--- config.mk ---
export PLATFORM = sky130hd
export DESIGN_NAME = adc_cvd_result_sequencer
export DESIGN_NICKNAME = d
export VERILOG_FILES = /design/src/design/cvd_seq_pkg.sv /design/src/design/adc_cvd_result_sequencer.sv
export SDC_FILE = /design/constraint.sdc
export NUM_CORES = 1
export LEC_CHECK = 0
export BUFFER_PORTS_ARGS = -buffer_cell sky130_fd_sc_hd__buf_4
export CAP_MARGIN = 10
export CORE_MARGIN = 2
export CORE_UTILIZATION = 40
export CTS_CLUSTER_DIAMETER = 40
export DETAILED_ROUTE_END_ITERATION = 7
export GPL_ROUTABILITY_DRIVEN = 1
export PLACE_DENSITY = 0.62
export SYNTH_ARGS = -nofsm -noshare
export SYNTH_HDL_FRONTEND = slang
export SYNTH_SLANG_ARGS = --single-unit
--- constraint.sdc ---
create_clock -name pclk -period 3.7 [get_ports pclk]
set_clock_uncertainty 0.15 [all_clocks]
set_input_delay 0.185 -clock pclk [delete_from_list [all_inputs] [get_ports pclk]]
set_output_delay 0.185 -clock pclk [all_outputs]
set_load 0.01 [all_outputs]
--- src/design/cvd_seq_pkg.sv ---
package cvd_seq_pkg;

  // Register byte addresses on the APB bus
  localparam logic [11:0] ctrl_zero_addr   = 12'h000;
  localparam logic [11:0] ctrl_one_addr    = 12'h004;
  localparam logic [11:0] result_high_addr = 12'h008;
  localparam logic [11:0] result_low_addr  = 12'h00C;
  localparam logic [11:0] result1_high_addr = 12'h010;
  localparam logic [11:0] result1_low_addr = 12'h014;
  localparam logic [11:0] precharge_addr   = 12'h018;
  localparam logic [11:0] acquisition_addr = 12'h01C;
  localparam logic [11:0] cvd_ctrl_addr    = 12'h020;
  localparam logic [11:0] status_addr      = 12'h024;

  // Field positions
  localparam int chan_lsb_pos    = 2;
  localparam int go_pos          = 1;
  localparam int power_pos       = 0;
  localparam int justify_pos     = 7;
  localparam int clk_sel_lsb_pos = 4;
  localparam int vref_lsb_pos    = 0;
  localparam int int_pol_pos     = 0;
  localparam int ext_pol_pos     = 1;
  localparam int dbl_en_pos      = 2;
  localparam int inv_en_pos      = 3;

  // Reset values
  localparam logic [7:0] ctrl_zero_rst = 8'h00;
  localparam logic [7:0] ctrl_one_rst  = 8'h00;
  localparam logic [6:0] count_rst     = 7'h00;
  localparam logic [3:0] cvd_ctrl_rst  = 4'h0;
  localparam logic [9:0] result_rst    = 10'h000;

  // One 200 ns instruction cycle is ten 20 ns bus clocks
  localparam int instr_cycle_ns = 200;
  localparam int clk_period_ns  = 20;
  localparam int instr_div_cycles = instr_cycle_ns / clk_period_ns;
  // Converter bit time in instruction cycles; 10 bits plus one sample slot
  localparam int conv_bit_cycles  = 1;
  localparam int conv_steps       = 11;
  // Second pass starts two instruction cycles after the first ends
  localparam int gap_cycles       = 2;

  typedef enum logic [2:0] {
    st_idle, st_precharge, st_acquire, st_convert, st_gap
  } seq_state_e;

  typedef struct packed {
    logic       cap_to_supply;
    logic       sensor_to_supply;
    logic       cap_bias_on;
    logic       sensor_drive_on;
    logic       cap_connect;
    logic       convert_active;
    logic [4:0] channel;
  } analog_ctrl_s;

endpackage

--- src/design/adc_cvd_result_sequencer.sv ---
`timescale 1ns/10ps
module adc_cvd_result_sequencer
  import cvd_seq_pkg::*;
(
  input  wire logic          pclk,
  input  wire logic          presetn,
  input  wire logic          psel,
  input  wire logic          penable,
  input  wire logic          pwrite,
  input  wire logic [11:0]   paddr,
  input  wire logic [31:0]   pwdata,
  output logic [31:0]        prdata,
  output logic               pready,
  output logic               pslverr,
  input  wire logic          special_trigger,
  input  wire logic          comparator_out,
  output analog_ctrl_s       analog_ctrl,
  output logic               sar_bit_trial,
  output logic [2:0]         conversion_clock_select,
  output logic [1:0]         positive_reference_select,
  output logic               conversion_done_flag
);

  typedef struct packed {
    seq_state_e   state;
    logic [7:0]   ctrl_zero;
    logic [7:0]   ctrl_one;
    logic [6:0]   precharge_cycle_count;
    logic [6:0]   acquisition_cycle_count;
    logic [3:0]   cvd_ctrl;
    logic [9:0]   result0;
    logic [9:0]   result1;
    logic [9:0]   sar;
    logic [3:0]   step;
    logic [6:0]   timer;
    logic [3:0]   div;
    logic         second_pass;
    logic         done;
    logic         trig_meta;
    logic         trig_sync;
    logic         trig_prev;
    logic         cmp_meta;
    logic         cmp_sync;
    logic [31:0]  rdata;
  } core_s;

  core_s r_reg;
  core_s r_next;

  function automatic logic [7:0] high_byte(input logic [9:0] v,
                                           input logic right);
    high_byte = right ? {6'h00, v[9:8]} : v[9:2];
  endfunction

  function automatic logic [7:0] low_byte(input logic [9:0] v,
                                          input logic right);
    low_byte = right ? v[7:0] : {v[1:0], 6'h00};
  endfunction

  logic       setup_phase;
  logic       wr_en;
  logic       tick;
  logic       right_just;
  logic       invert;
  logic       start_req;
  logic       go_bit;
  logic [9:0] trial;

  assign setup_phase = psel && !penable;
  assign wr_en       = psel && penable && pwrite;
  assign pready      = 1'b1;
  assign right_just  = r_reg.ctrl_one[justify_pos];
  assign go_bit      = r_reg.ctrl_zero[go_pos];
  assign tick        = (r_reg.div == 4'(instr_div_cycles - 1));
  assign invert      = r_reg.second_pass && r_reg.cvd_ctrl[inv_en_pos];
  assign trial       = r_reg.sar | (10'h200 >> (r_reg.step - 4'h1));

  always_comb begin
    logic [7:0] wbyte;
    logic       err;
    wbyte  = pwdata[7:0];
    err    = 1'b0;
    r_next = r_reg;
    r_next.trig_meta = special_trigger;
    r_next.trig_sync = r_reg.trig_meta;
    r_next.trig_prev = r_reg.trig_sync;
    r_next.cmp_meta  = comparator_out;
    r_next.cmp_sync  = r_reg.cmp_meta;
    r_next.div = tick ? 4'h0 : r_reg.div + 4'h1;
    start_req = 1'b0;

    unique case (paddr)
      ctrl_zero_addr:    r_next.rdata = {24'h0, 1'b0, r_reg.ctrl_zero[6:0]};
      ctrl_one_addr:     r_next.rdata = {24'h0, r_reg.ctrl_one & 8'hF3};
      result_high_addr:  r_next.rdata = {24'h0, high_byte(r_reg.result0,
                                                 right_just)};
      result_low_addr:   r_next.rdata = {24'h0, low_byte(r_reg.result0,
                                                right_just)};
      result1_high_addr: r_next.rdata = {24'h0, high_byte(r_reg.result1,
                                                 right_just)};
      result1_low_addr:  r_next.rdata = {24'h0, low_byte(r_reg.result1,
                                                right_just)};
      precharge_addr:    r_next.rdata = {25'h0, r_reg.precharge_cycle_count};
      acquisition_addr:  r_next.rdata = {25'h0, r_reg.acquisition_cycle_count};
      cvd_ctrl_addr:     r_next.rdata = {28'h0, r_reg.cvd_ctrl};
      status_addr:       r_next.rdata = {27'h0, r_reg.done,
                                         r_reg.second_pass, r_reg.state};
      default: begin
        r_next.rdata = 32'h0;
        err = 1'b1;
      end
    endcase
    if (!setup_phase) r_next.rdata = r_reg.rdata;

    if (wr_en) begin
      unique case (paddr)
        ctrl_zero_addr: begin
          r_next.ctrl_zero = {1'b0, wbyte[6:0]};
          if (wbyte[go_pos] && !go_bit) start_req = 1'b1;
        end
        ctrl_one_addr:    r_next.ctrl_one = wbyte & 8'hF3;
        result_high_addr: begin
          if (right_just) r_next.result0[9:8] = wbyte[1:0];
          else r_next.result0[9:2] = wbyte;
        end
        result_low_addr: begin
          if (right_just) r_next.result0[7:0] = wbyte;
          else r_next.result0[1:0] = wbyte[7:6];
        end
        precharge_addr:   r_next.precharge_cycle_count = wbyte[6:0];
        acquisition_addr: r_next.acquisition_cycle_count = wbyte[6:0];
        cvd_ctrl_addr:    r_next.cvd_ctrl = wbyte[3:0];
        status_addr:      r_next.done = r_reg.done & ~wbyte[5];
        default: ;
      endcase
    end
    pslverr = psel && penable && err;

    if (r_reg.trig_sync && !r_reg.trig_prev && !go_bit)
      start_req = 1'b1;

    unique case (r_reg.state)
      st_idle: begin
        r_next.second_pass = 1'b0;
        if (start_req && r_reg.ctrl_zero[power_pos]) begin
          r_next.ctrl_zero[go_pos] = 1'b1;
          // Restart the divider so each phase spans whole instruction cycles
          r_next.div = 4'h0;
          if (r_reg.precharge_cycle_count != 7'h00) begin
            r_next.state = st_precharge;
            r_next.timer = r_reg.precharge_cycle_count;
          end else begin
            r_next.state = st_acquire;
            r_next.timer = r_reg.acquisition_cycle_count;
          end
        end else if (start_req) begin
          r_next.ctrl_zero[go_pos] = 1'b0;
        end
      end
      st_precharge: if (tick) begin
        if (r_reg.timer <= 7'h01) begin
          r_next.state = st_acquire;
          r_next.timer = r_reg.acquisition_cycle_count;
        end else begin
          r_next.timer = r_reg.timer - 7'h01;
        end
      end
      st_acquire: if (tick) begin
        if (r_reg.timer <= 7'h01) begin
          r_next.state = st_convert;
          r_next.sar   = 10'h000;
          r_next.step  = 4'h0;
        end else begin
          r_next.timer = r_reg.timer - 7'h01;
        end
      end
      st_convert: if (tick) begin
        if (r_reg.step != 4'h0) begin
          if (r_reg.cmp_sync) r_next.sar = trial;
        end
        r_next.step = r_reg.step + 4'h1;
        if (r_reg.step == 4'(conv_steps - 1)) begin
          if (r_reg.second_pass) begin
            r_next.result1 = r_next.sar;
          end else begin
            r_next.result0 = r_next.sar;
          end
          if (r_reg.cvd_ctrl[dbl_en_pos] && !r_reg.second_pass) begin
            r_next.state       = st_gap;
            r_next.second_pass = 1'b1;
            r_next.timer       = 7'(gap_cycles);
          end else begin
            r_next.state = st_idle;
            r_next.ctrl_zero[go_pos] = 1'b0;
            r_next.done  = 1'b1;
          end
        end
      end
      st_gap: if (tick) begin
        if (r_reg.timer <= 7'h01) begin
          if (r_reg.precharge_cycle_count != 7'h00) begin
            r_next.state = st_precharge;
            r_next.timer = r_reg.precharge_cycle_count;
          end else begin
            r_next.state = st_acquire;
            r_next.timer = r_reg.acquisition_cycle_count;
          end
        end else begin
          r_next.timer = r_reg.timer - 7'h01;
        end
      end
      default: r_next.state = st_idle;
    endcase

    // Software clearing go or power aborts; the partial value is kept
    if (r_reg.state != st_idle && (!r_next.ctrl_zero[go_pos] ||
        !r_next.ctrl_zero[power_pos]) && r_next.state != st_idle) begin
      r_next.state = st_idle;
      r_next.ctrl_zero[go_pos] = 1'b0;
      if (r_reg.state == st_convert) begin
        if (r_reg.second_pass) r_next.result1 = r_reg.sar;
        else r_next.result0 = r_reg.sar;
      end
    end
  end

  always_ff @(posedge pclk or negedge presetn) begin
    if (!presetn) begin
      r_reg <= '{state: st_idle, ctrl_zero: ctrl_zero_rst,
                 ctrl_one: ctrl_one_rst, precharge_cycle_count: count_rst,
                 acquisition_cycle_count: count_rst,
                 cvd_ctrl: cvd_ctrl_rst, result0: result_rst,
                 result1: result_rst, default: '0};
    end else begin
      r_reg <= r_next;
    end
  end

  // Capacitor and sensor bias are steered only here; no discharge path
  // exists after conversion, so charge carries into the next acquisition.
  always_comb begin
    analog_ctrl.channel          = r_reg.ctrl_zero[6:2];
    analog_ctrl.cap_bias_on      = (r_reg.state == st_precharge);
    analog_ctrl.sensor_drive_on  = (r_reg.state == st_precharge);
    analog_ctrl.cap_to_supply    = r_reg.cvd_ctrl[int_pol_pos] ^ invert;
    analog_ctrl.sensor_to_supply = r_reg.cvd_ctrl[ext_pol_pos] ^ invert;
    analog_ctrl.cap_connect      = (r_reg.state != st_precharge);
    analog_ctrl.convert_active   = (r_reg.state == st_convert);
  end

  assign sar_bit_trial             = (r_reg.state == st_convert);
  assign conversion_clock_select   = r_reg.ctrl_one[6:4];
  assign positive_reference_select = r_reg.ctrl_one[1:0];
  assign conversion_done_flag      = r_reg.done;
  assign prdata                    = r_reg.rdata;

endmodule

Word level (Yosys, flattened, before mapping):

Cells that the tools add are included.

* register bits after elaboration: 118
* input bits: 51
* output and inout bits: 52

* add/subtract/negate cells: 4
* order comparisons: 1
* equality and inequality tests: 25
* shift-type cells: 1
* multiplexer cells: 76
* bitwise logic cells: 5
* reductions and logical operators: 37

Operators by type and width (number)
* $mux 20: 4
* $pmux 8 s10: 1
* $mux 7: 10
* $mux 10: 6
* $eq 12x5->1 const B: 4
* $mux 41: 1
* $mux 8: 5
* $mux 38: 1
* $pmux 7 s5: 1
* $mux 3: 11
* $pmux 14 s2: 1
* $eq 12x4->1 const B: 2
* $eq 12x6->1 const B: 2
* $mux 21: 1
* $mux 1: 16
* $pmux 3 s5: 1
* $mux 14: 1
* $mux 2: 7
* $eq 12x3->1 const B: 1
* $logic_and 1x1->1: 12
* $logic_not 12->1: 1
* $mux 4: 3
* $mux 6: 2
* $pmux 6 s2: 1
* 30 further kinds: 54

Depth between registers and ports, before layout:

Gate-level depths: netlist of the first run.

* depth in word-level cells: 14
* mapped depth: 10
* mapped depth without buffers: 9

Least setup slack after synthesis of the first run:

OpenSTA, ideal clock, no wires.

* kind: register -> register
* start: register r_reg[45] (netlist name)
* end: register r_reg[74] (netlist name)
* library setup time: 0.125 ns
* arrival: 2.824 ns
* required time: 3.425 ns
* path slack: 0.601 ns
* stages on the path, launching flop included: 10
* path through: dfrtp_1 > or4_1 > buf_2 > or3_4 > o41ai_2 > a2111oi_2 > a31oi_4 > nor3b_2 > buf_6 > mux2_4

RTL lines
* start, declared: RTL line adc_cvd_result_sequencer.sv:47 `core_s r_reg;`
* start signal, assigned: RTL line adc_cvd_result_sequencer.sv:229 `r_reg <= '{state: st_idle, ctrl_zero: ctrl_zero_rst,`
* start signal, assigned: RTL line adc_cvd_result_sequencer.sv:235 `r_reg <= r_next;`

==> results.toml, run 1 <==
[outcome]
status = "finished clean"

[routing]
viasPerCell = 5.886
vias = 5144
drtPass1Iterations = 5
drt-total-wl_um = 16790
avgRoutedWirePerCell_um = 19.21
drc = 0
drt_iter0_drc = 489
drtAntennaViolNets = 0

[grt]
grt_pass1_wl_um = 27190
antenna_found_initial = 0
grt_overflow = 0
grt_max_degree = 47
grt_pass1_vias = 4979
grt_usage_pct = 21.40

[worst_setup_path]
end_kind = "flop"
cp-startpoint = "r_reg[45]"
critPathMaxFanout = 10
r2r_cells = 7
required_ns = 3.79
crit_type = "flop to flop"
reg2reg_to = "r_reg[64]"
cp-start-kind = "flop"
worstPathArrival_ns = 3.47
r2r-start = "r_reg[45]"
regToRegSetupSlack_ns = 0.31

[sta]
fmax_ghz = 0.2954
setup_viol = 0
period_needed_ns = 3.385
finalCritPeriodShare_pct = 91.49
rsz0062_at_grt = "false"
whs_ns = 0.1904
drv_slew = 0
setup_tns_ns = 0
finalHoldViolations = 0
worstMarginPinSlew_ns = 1.085
slew_headroom_pct = 27.68

[yosys]
synth-edff-count = 0
yosys.area.top_type = "dfrtp_1"
yosys_register_bits = 94
yosys_warnings = 0
yosysSeqAreaShare_pct = 38.72
synthDistinctLibCells = 71
ys.flop_type = "dfrtp_1"
synth_cells = 643
synth.top_cell.area_share_pct = 38.72
ys_top_cells_by_count = "dfrtp_1, nand2_1, buf_4, mux2_1, nor2_1"
netlist_top_cells_area = "dfrtp_1, mux2_1, buf_4"
syn_area_um2 = 6075
yosysMostFrequentCell = "dfrtp_1"
async_reset_ff_share_pct = 100.0
syn_area_per_cell_um2 = 9.447

[power_and_ir_drop]
totalPowerFinal_w = 0.002319
power.density_nw_per_um2 = 337.8
vdd_drop_max_mv = 0.2460
power.leakage_nw = 3.037

[cells_and_area]
largest_reg_flops = 71
syn_to_final_growth_pct = 13.02
final_util_pct = 45.67
n_antenna_cell = 0
regArea_um2 = 2352
fillerInstances = 1460
multi_input_area_um2 = 3289
drive_gt1_share_pct = 15.60
fin_nets = 741

[place]
finalWeightedCongestion = 0.9553
io_buffers = 53
dpl.hpwl_um = 12590

[die]
ios = 103
rows = 45
core-area_um2 = 15030
dieWidth_um = 127.2
fp.dieH_um = 127.2
initial_core_util_pct = 40.41
die_area_um2 = 16190

[clock_tree]
cts_made_buffers = 9
clock_latency_ns = 0.36
cts_tree = "built"
htree_levels = 3
path_clk_slew_ns = 0.07
clock_tree.root_cell = "clkbuf_16"
clock-sinks = 94
cts_resized = 0
clockBufferDepth = 2

[hold_path]
hold_path_depth = 5
worst_hold_path_type = "input pin to flop"
min_from = "penable"
hold-path-endpoint = "conversion_done_flag"

[run]
max_cap_viol_count = 0
==> how the worst max path moves through the flow <==
| stage | endpoint | slack, ns | depth (start not counted) |
|---|---|---|---|
| 2_1_floorplan | r_reg[74] | 0.60 | 9 |
| 3_3_place_gp | r_reg[65] | 0.39 | 7 |
| 3_5_place_dp | r_reg[64] | 0.32 | 7 |
| 4_1_cts | r_reg[64] | 0.31 | 7 |
| 5_1_grt | r_reg[64] | 0.13 | 7 |
| 6_report | r_reg[64] | 0.31 | 7 |
==> timing repair <==
item / 4_1_cts / 5_1_grt
endpoints found under the hold margin: 73 / 0
buffers inserted: 0 / 0
hold buffers: 11 / 0
==> per-stage QoR <==
stage	area [µm²]	worst slack, ns	std cells
floorplan	6161	0.6012	666
global placement	6451	0.3892	847
detailed placement	6451	0.3193	847
CTS	6865	0.3057	874
global route	6865	0.1253	874
finish	6865	0.3148	874
==> routing by layer <==
metal	track usage, %	wire length, µm
met1	29.15	7538
met2	33.43	7598
met3	3.015	965
met4	10.86	692
met5	0	0
==> final cells by class <==
type	instances	area share (%)
repair buffers	81	9.258
flip-flops and latches	94	34.26
clock inverters	7	1.148
well taps	188	3.426
clock buffers	9	3.280
multi-input cells	482	47.91
inverters	13	0.7108
==> critical path: stages, from the launching register on <==
cell and delay (ns):
dfrtp_1 0.45, or4_1 0.60, or3_4 0.41, nor4_2 0.40, a2111oi_2 0.12, a31oi_4 0.28, and2_1 0.47, mux2_1 0.38
==> cell families after synthesis <==
family / after synthesis / share of synthesized area [%]
and+or+nand+nor: 200 / 17.24
AOI/OAI and AO/OA: 163 / 18.15
DFF: 94 / 38.72
buffers and inverters: 90 / 8.548
muxes: 75 / 13.92
xor gates and xnor gates: 10 / 1.442
adders and majority gates: 9 / 1.854
other: 2 / 0.1236
==> cell usage in the layout (no fill, tap or decap), types with 10 or more instances in the layout <==
cell	instances
o21ai_0	27
nor2_1	36
nand2b_1	12
mux2_1	46
dlygate4sd3_1	11
a221oi_1	10
a31oi_1	13
inv_1	12
dfrtp_1	94
nand2_1	66
mux2i_1	20
a21oi_1	33
nor3_1	20
o21ai_1	23
conb_1	25
buf_4	70
==> where the power goes <==
part | total [W] | switching, W | internal (W)
clock network | 0.000969 | 0.000437 | 0.000531
logic | 0.000259 | 0.000152 | 0.000108
registers | 0.00109 | 0.0000353 | 0.00106
total | 0.00232 | 0.000624 | 0.00169
Note: power is estimated with default switching activity, not from simulation.
==> run 2, diff against run 1 <==
- RECOVER_POWER: default -> 25
==> run 2 against run 1 <==
Compared with the run above: the run now ends with max-capacitance violations, max-slew violations left; die area unchanged; worst hold slack about the same; critical path depth unchanged; fmax about the same; sequential power about the same; clock-buffer cell count unchanged; cell count unchanged; clock power about the same; via count about the same; worst setup slack about the same; sequential share of layout area increased by 0.094 points; register-to-register slack about the same.
==> results.toml, run 2 (synthesis gave the netlist of run 1 again) <==
[power_and_ir_drop]
power.leakage_nw = 3.016
power.density_nw_per_um2 = 338.6
vdd_drop_max_mv = 0.2463

[worst_setup_path]
crit_type = "flop to flop"
critPathSlowestCell = "or4_1"
cp-start-kind = "flop"
end_kind = "flop"
critPathBufInv = 0
critPathMaxFanout = 10
required_ns = 3.79
reg2reg_to = "r_reg[64]"
crit_path_max_incr_delay_ns = 0.60
worstPathArrival_ns = 3.47
cp-startpoint = "r_reg[45]"
crit_family = "simple AND/OR/NAND/NOR gates"
crit_chain = "or4_1, or3_4, nor4_2, a2111oi_2, a31oi_4, and2_1, mux2_1"
r2r_cells = 7
worstSetupPathDepth = 7
r2r-start = "r_reg[45]"
regToRegSetupSlack_ns = 0.31
critPathCapture = "r_reg[64]"

[cells_and_area]
n_antenna_cell = 0
syn_to_final_growth_pct = 12.71
fin_nets = 741
layout_common_cells = "dfrtp_1, nand2_1, buf_4"
drive_gt1_share_pct = 14.87
fillerInstances = 1467
largest_reg_flops = 71
layout_commonest_cell = "dfrtp_1"

[routing]
drtAntennaViolNets = 0
drc = 0
avgRoutedWirePerCell_um = 19.22
drtPass1Iterations = 6
drt-total-wl_um = 16800
drt_iter0_drc = 489
vias = 5147
viasPerCell = 5.889

[sta]
period_needed_ns = 3.386
worstMarginPinSlew_ns = 2.546
setup_tns_ns = 0
slew_headroom_pct = -69.76
fmax_ghz = 0.2954
rsz0062_at_grt = "false"
setup_ws_ns = 0.3144
finalCritPeriodShare_pct = 91.50
drv_slew = 47
setup_viol = 0
finalHoldViolations = 0

[clock_tree]
cts_tree = "built"
cts_made_buffers = 9
clock-sinks = 94
clock_tree.root_cell = "clkbuf_16"
clock_latency_ns = 0.36
htree_levels = 3
path_clk_slew_ns = 0.07
clockBufferDepth = 2

[outcome]
status = "complete, but fails checks"
violations = "max-capacitance violations, max-slew violations"

[die]
ios = 103
initial_core_util_pct = 40.41
core-area_um2 = 15030
fp.dieH_um = 127.2
dieWidth_um = 127.2
rows = 45
die_area_um2 = 16190

[run]
max_cap_viol_count = 1

[grt]
grt_pass1_wl_um = 27190
grt_pass1_vias = 4979
grt_overflow = 0
grt_usage_pct = 21.40
grt_max_degree = 47
antenna_found_initial = 0

[hold_path]
hold_path_depth = 5
worst_hold_path_type = "input pin to flop"

[place]
dpl.hpwl_um = 12590
post-place-ws_ns = 0.3193
io_buffers = 53
finalWeightedCongestion = 0.9553
-- run 2: cell count changes in the layout (fill, tap and decap cells not counted) --
cell,before,now
buf_4,70,63
clkbuf_1,0,5
clkbuf_4,0,2
-- run 2: repair_timing --
item                      4_1_cts  5_1_grt
hold endpoints to repair       73        0
resized for setup               0        0
hold buffers                   11        0
buffers inserted                0        0
-- run 2: how the worst min path moves through the flow --
| stage | slack [ns] | endpoint | from |
|---|---|---|---|
| finish | 0.19 | conversion_done_flag | penable |
| global placement | 0.07 | conversion_clock_select[1] | presetn |
| CTS | 0.18 | conversion_done_flag | penable |
| detailed placement | 0.09 | positive_reference_select[0] | presetn |
| floorplan | -0.26 | analog_ctrl[0] | presetn |
| global route | 0.21 | r_next[34] | r_next[35] |
-- run 2: stage by stage --
step | power [W] | cells | instance area (µm²) | hold slack [ns] | util (%)
floorplan | 0.001278 | 666 | 6161 | -0.2606 | -
global placement | 0.001350 | 847 | 6451 | 0.07168 | 42.91
detailed placement | 0.001360 | 847 | 6451 | 0.08728 | 42.91
CTS | 0.002340 | 874 | 6865 | 0.1811 | 45.67
global route | 0.002424 | 874 | 6847 | 0.2068 | 45.54
finish | 0.002318 | 874 | 6847 | 0.1902 | 45.54
-- run 2: layer usage --
metal	up-vias	GRT usage (%)	share of wire, %
met3	40	3.015	5.7
li1	2381	-	-
met1	2522	29.15	45
met4	0	10.86	3.9
met5	-	0	0
met2	204	33.43	45
-- run 2: cell type report --
type                    count  area [µm²]  area share [%]
well taps                 188       235.2           3.436
multi-input cells         482        3289           48.04
clock buffers               9       225.2           3.289
inverters                  13       48.80          0.7127
clock inverters             7       78.83           1.151
flip-flops and latches     94        2352           34.36
repair buffers             81       616.8           9.010
-- run 2: worst min-delay path: stages --
cell	delay [ns]
buf_4	0.12
and3_1	0.17
nand3_1	0.09
nand2_1	0.05
nand2_1	0.05
-- run 2: report_power, final --
group          internal [W]  switching, W  leakage, nW
Sequential          0.00106     0.0000353         1.27
Combinational      0.000107      0.000152         1.61
Clock              0.000531      0.000437        0.139
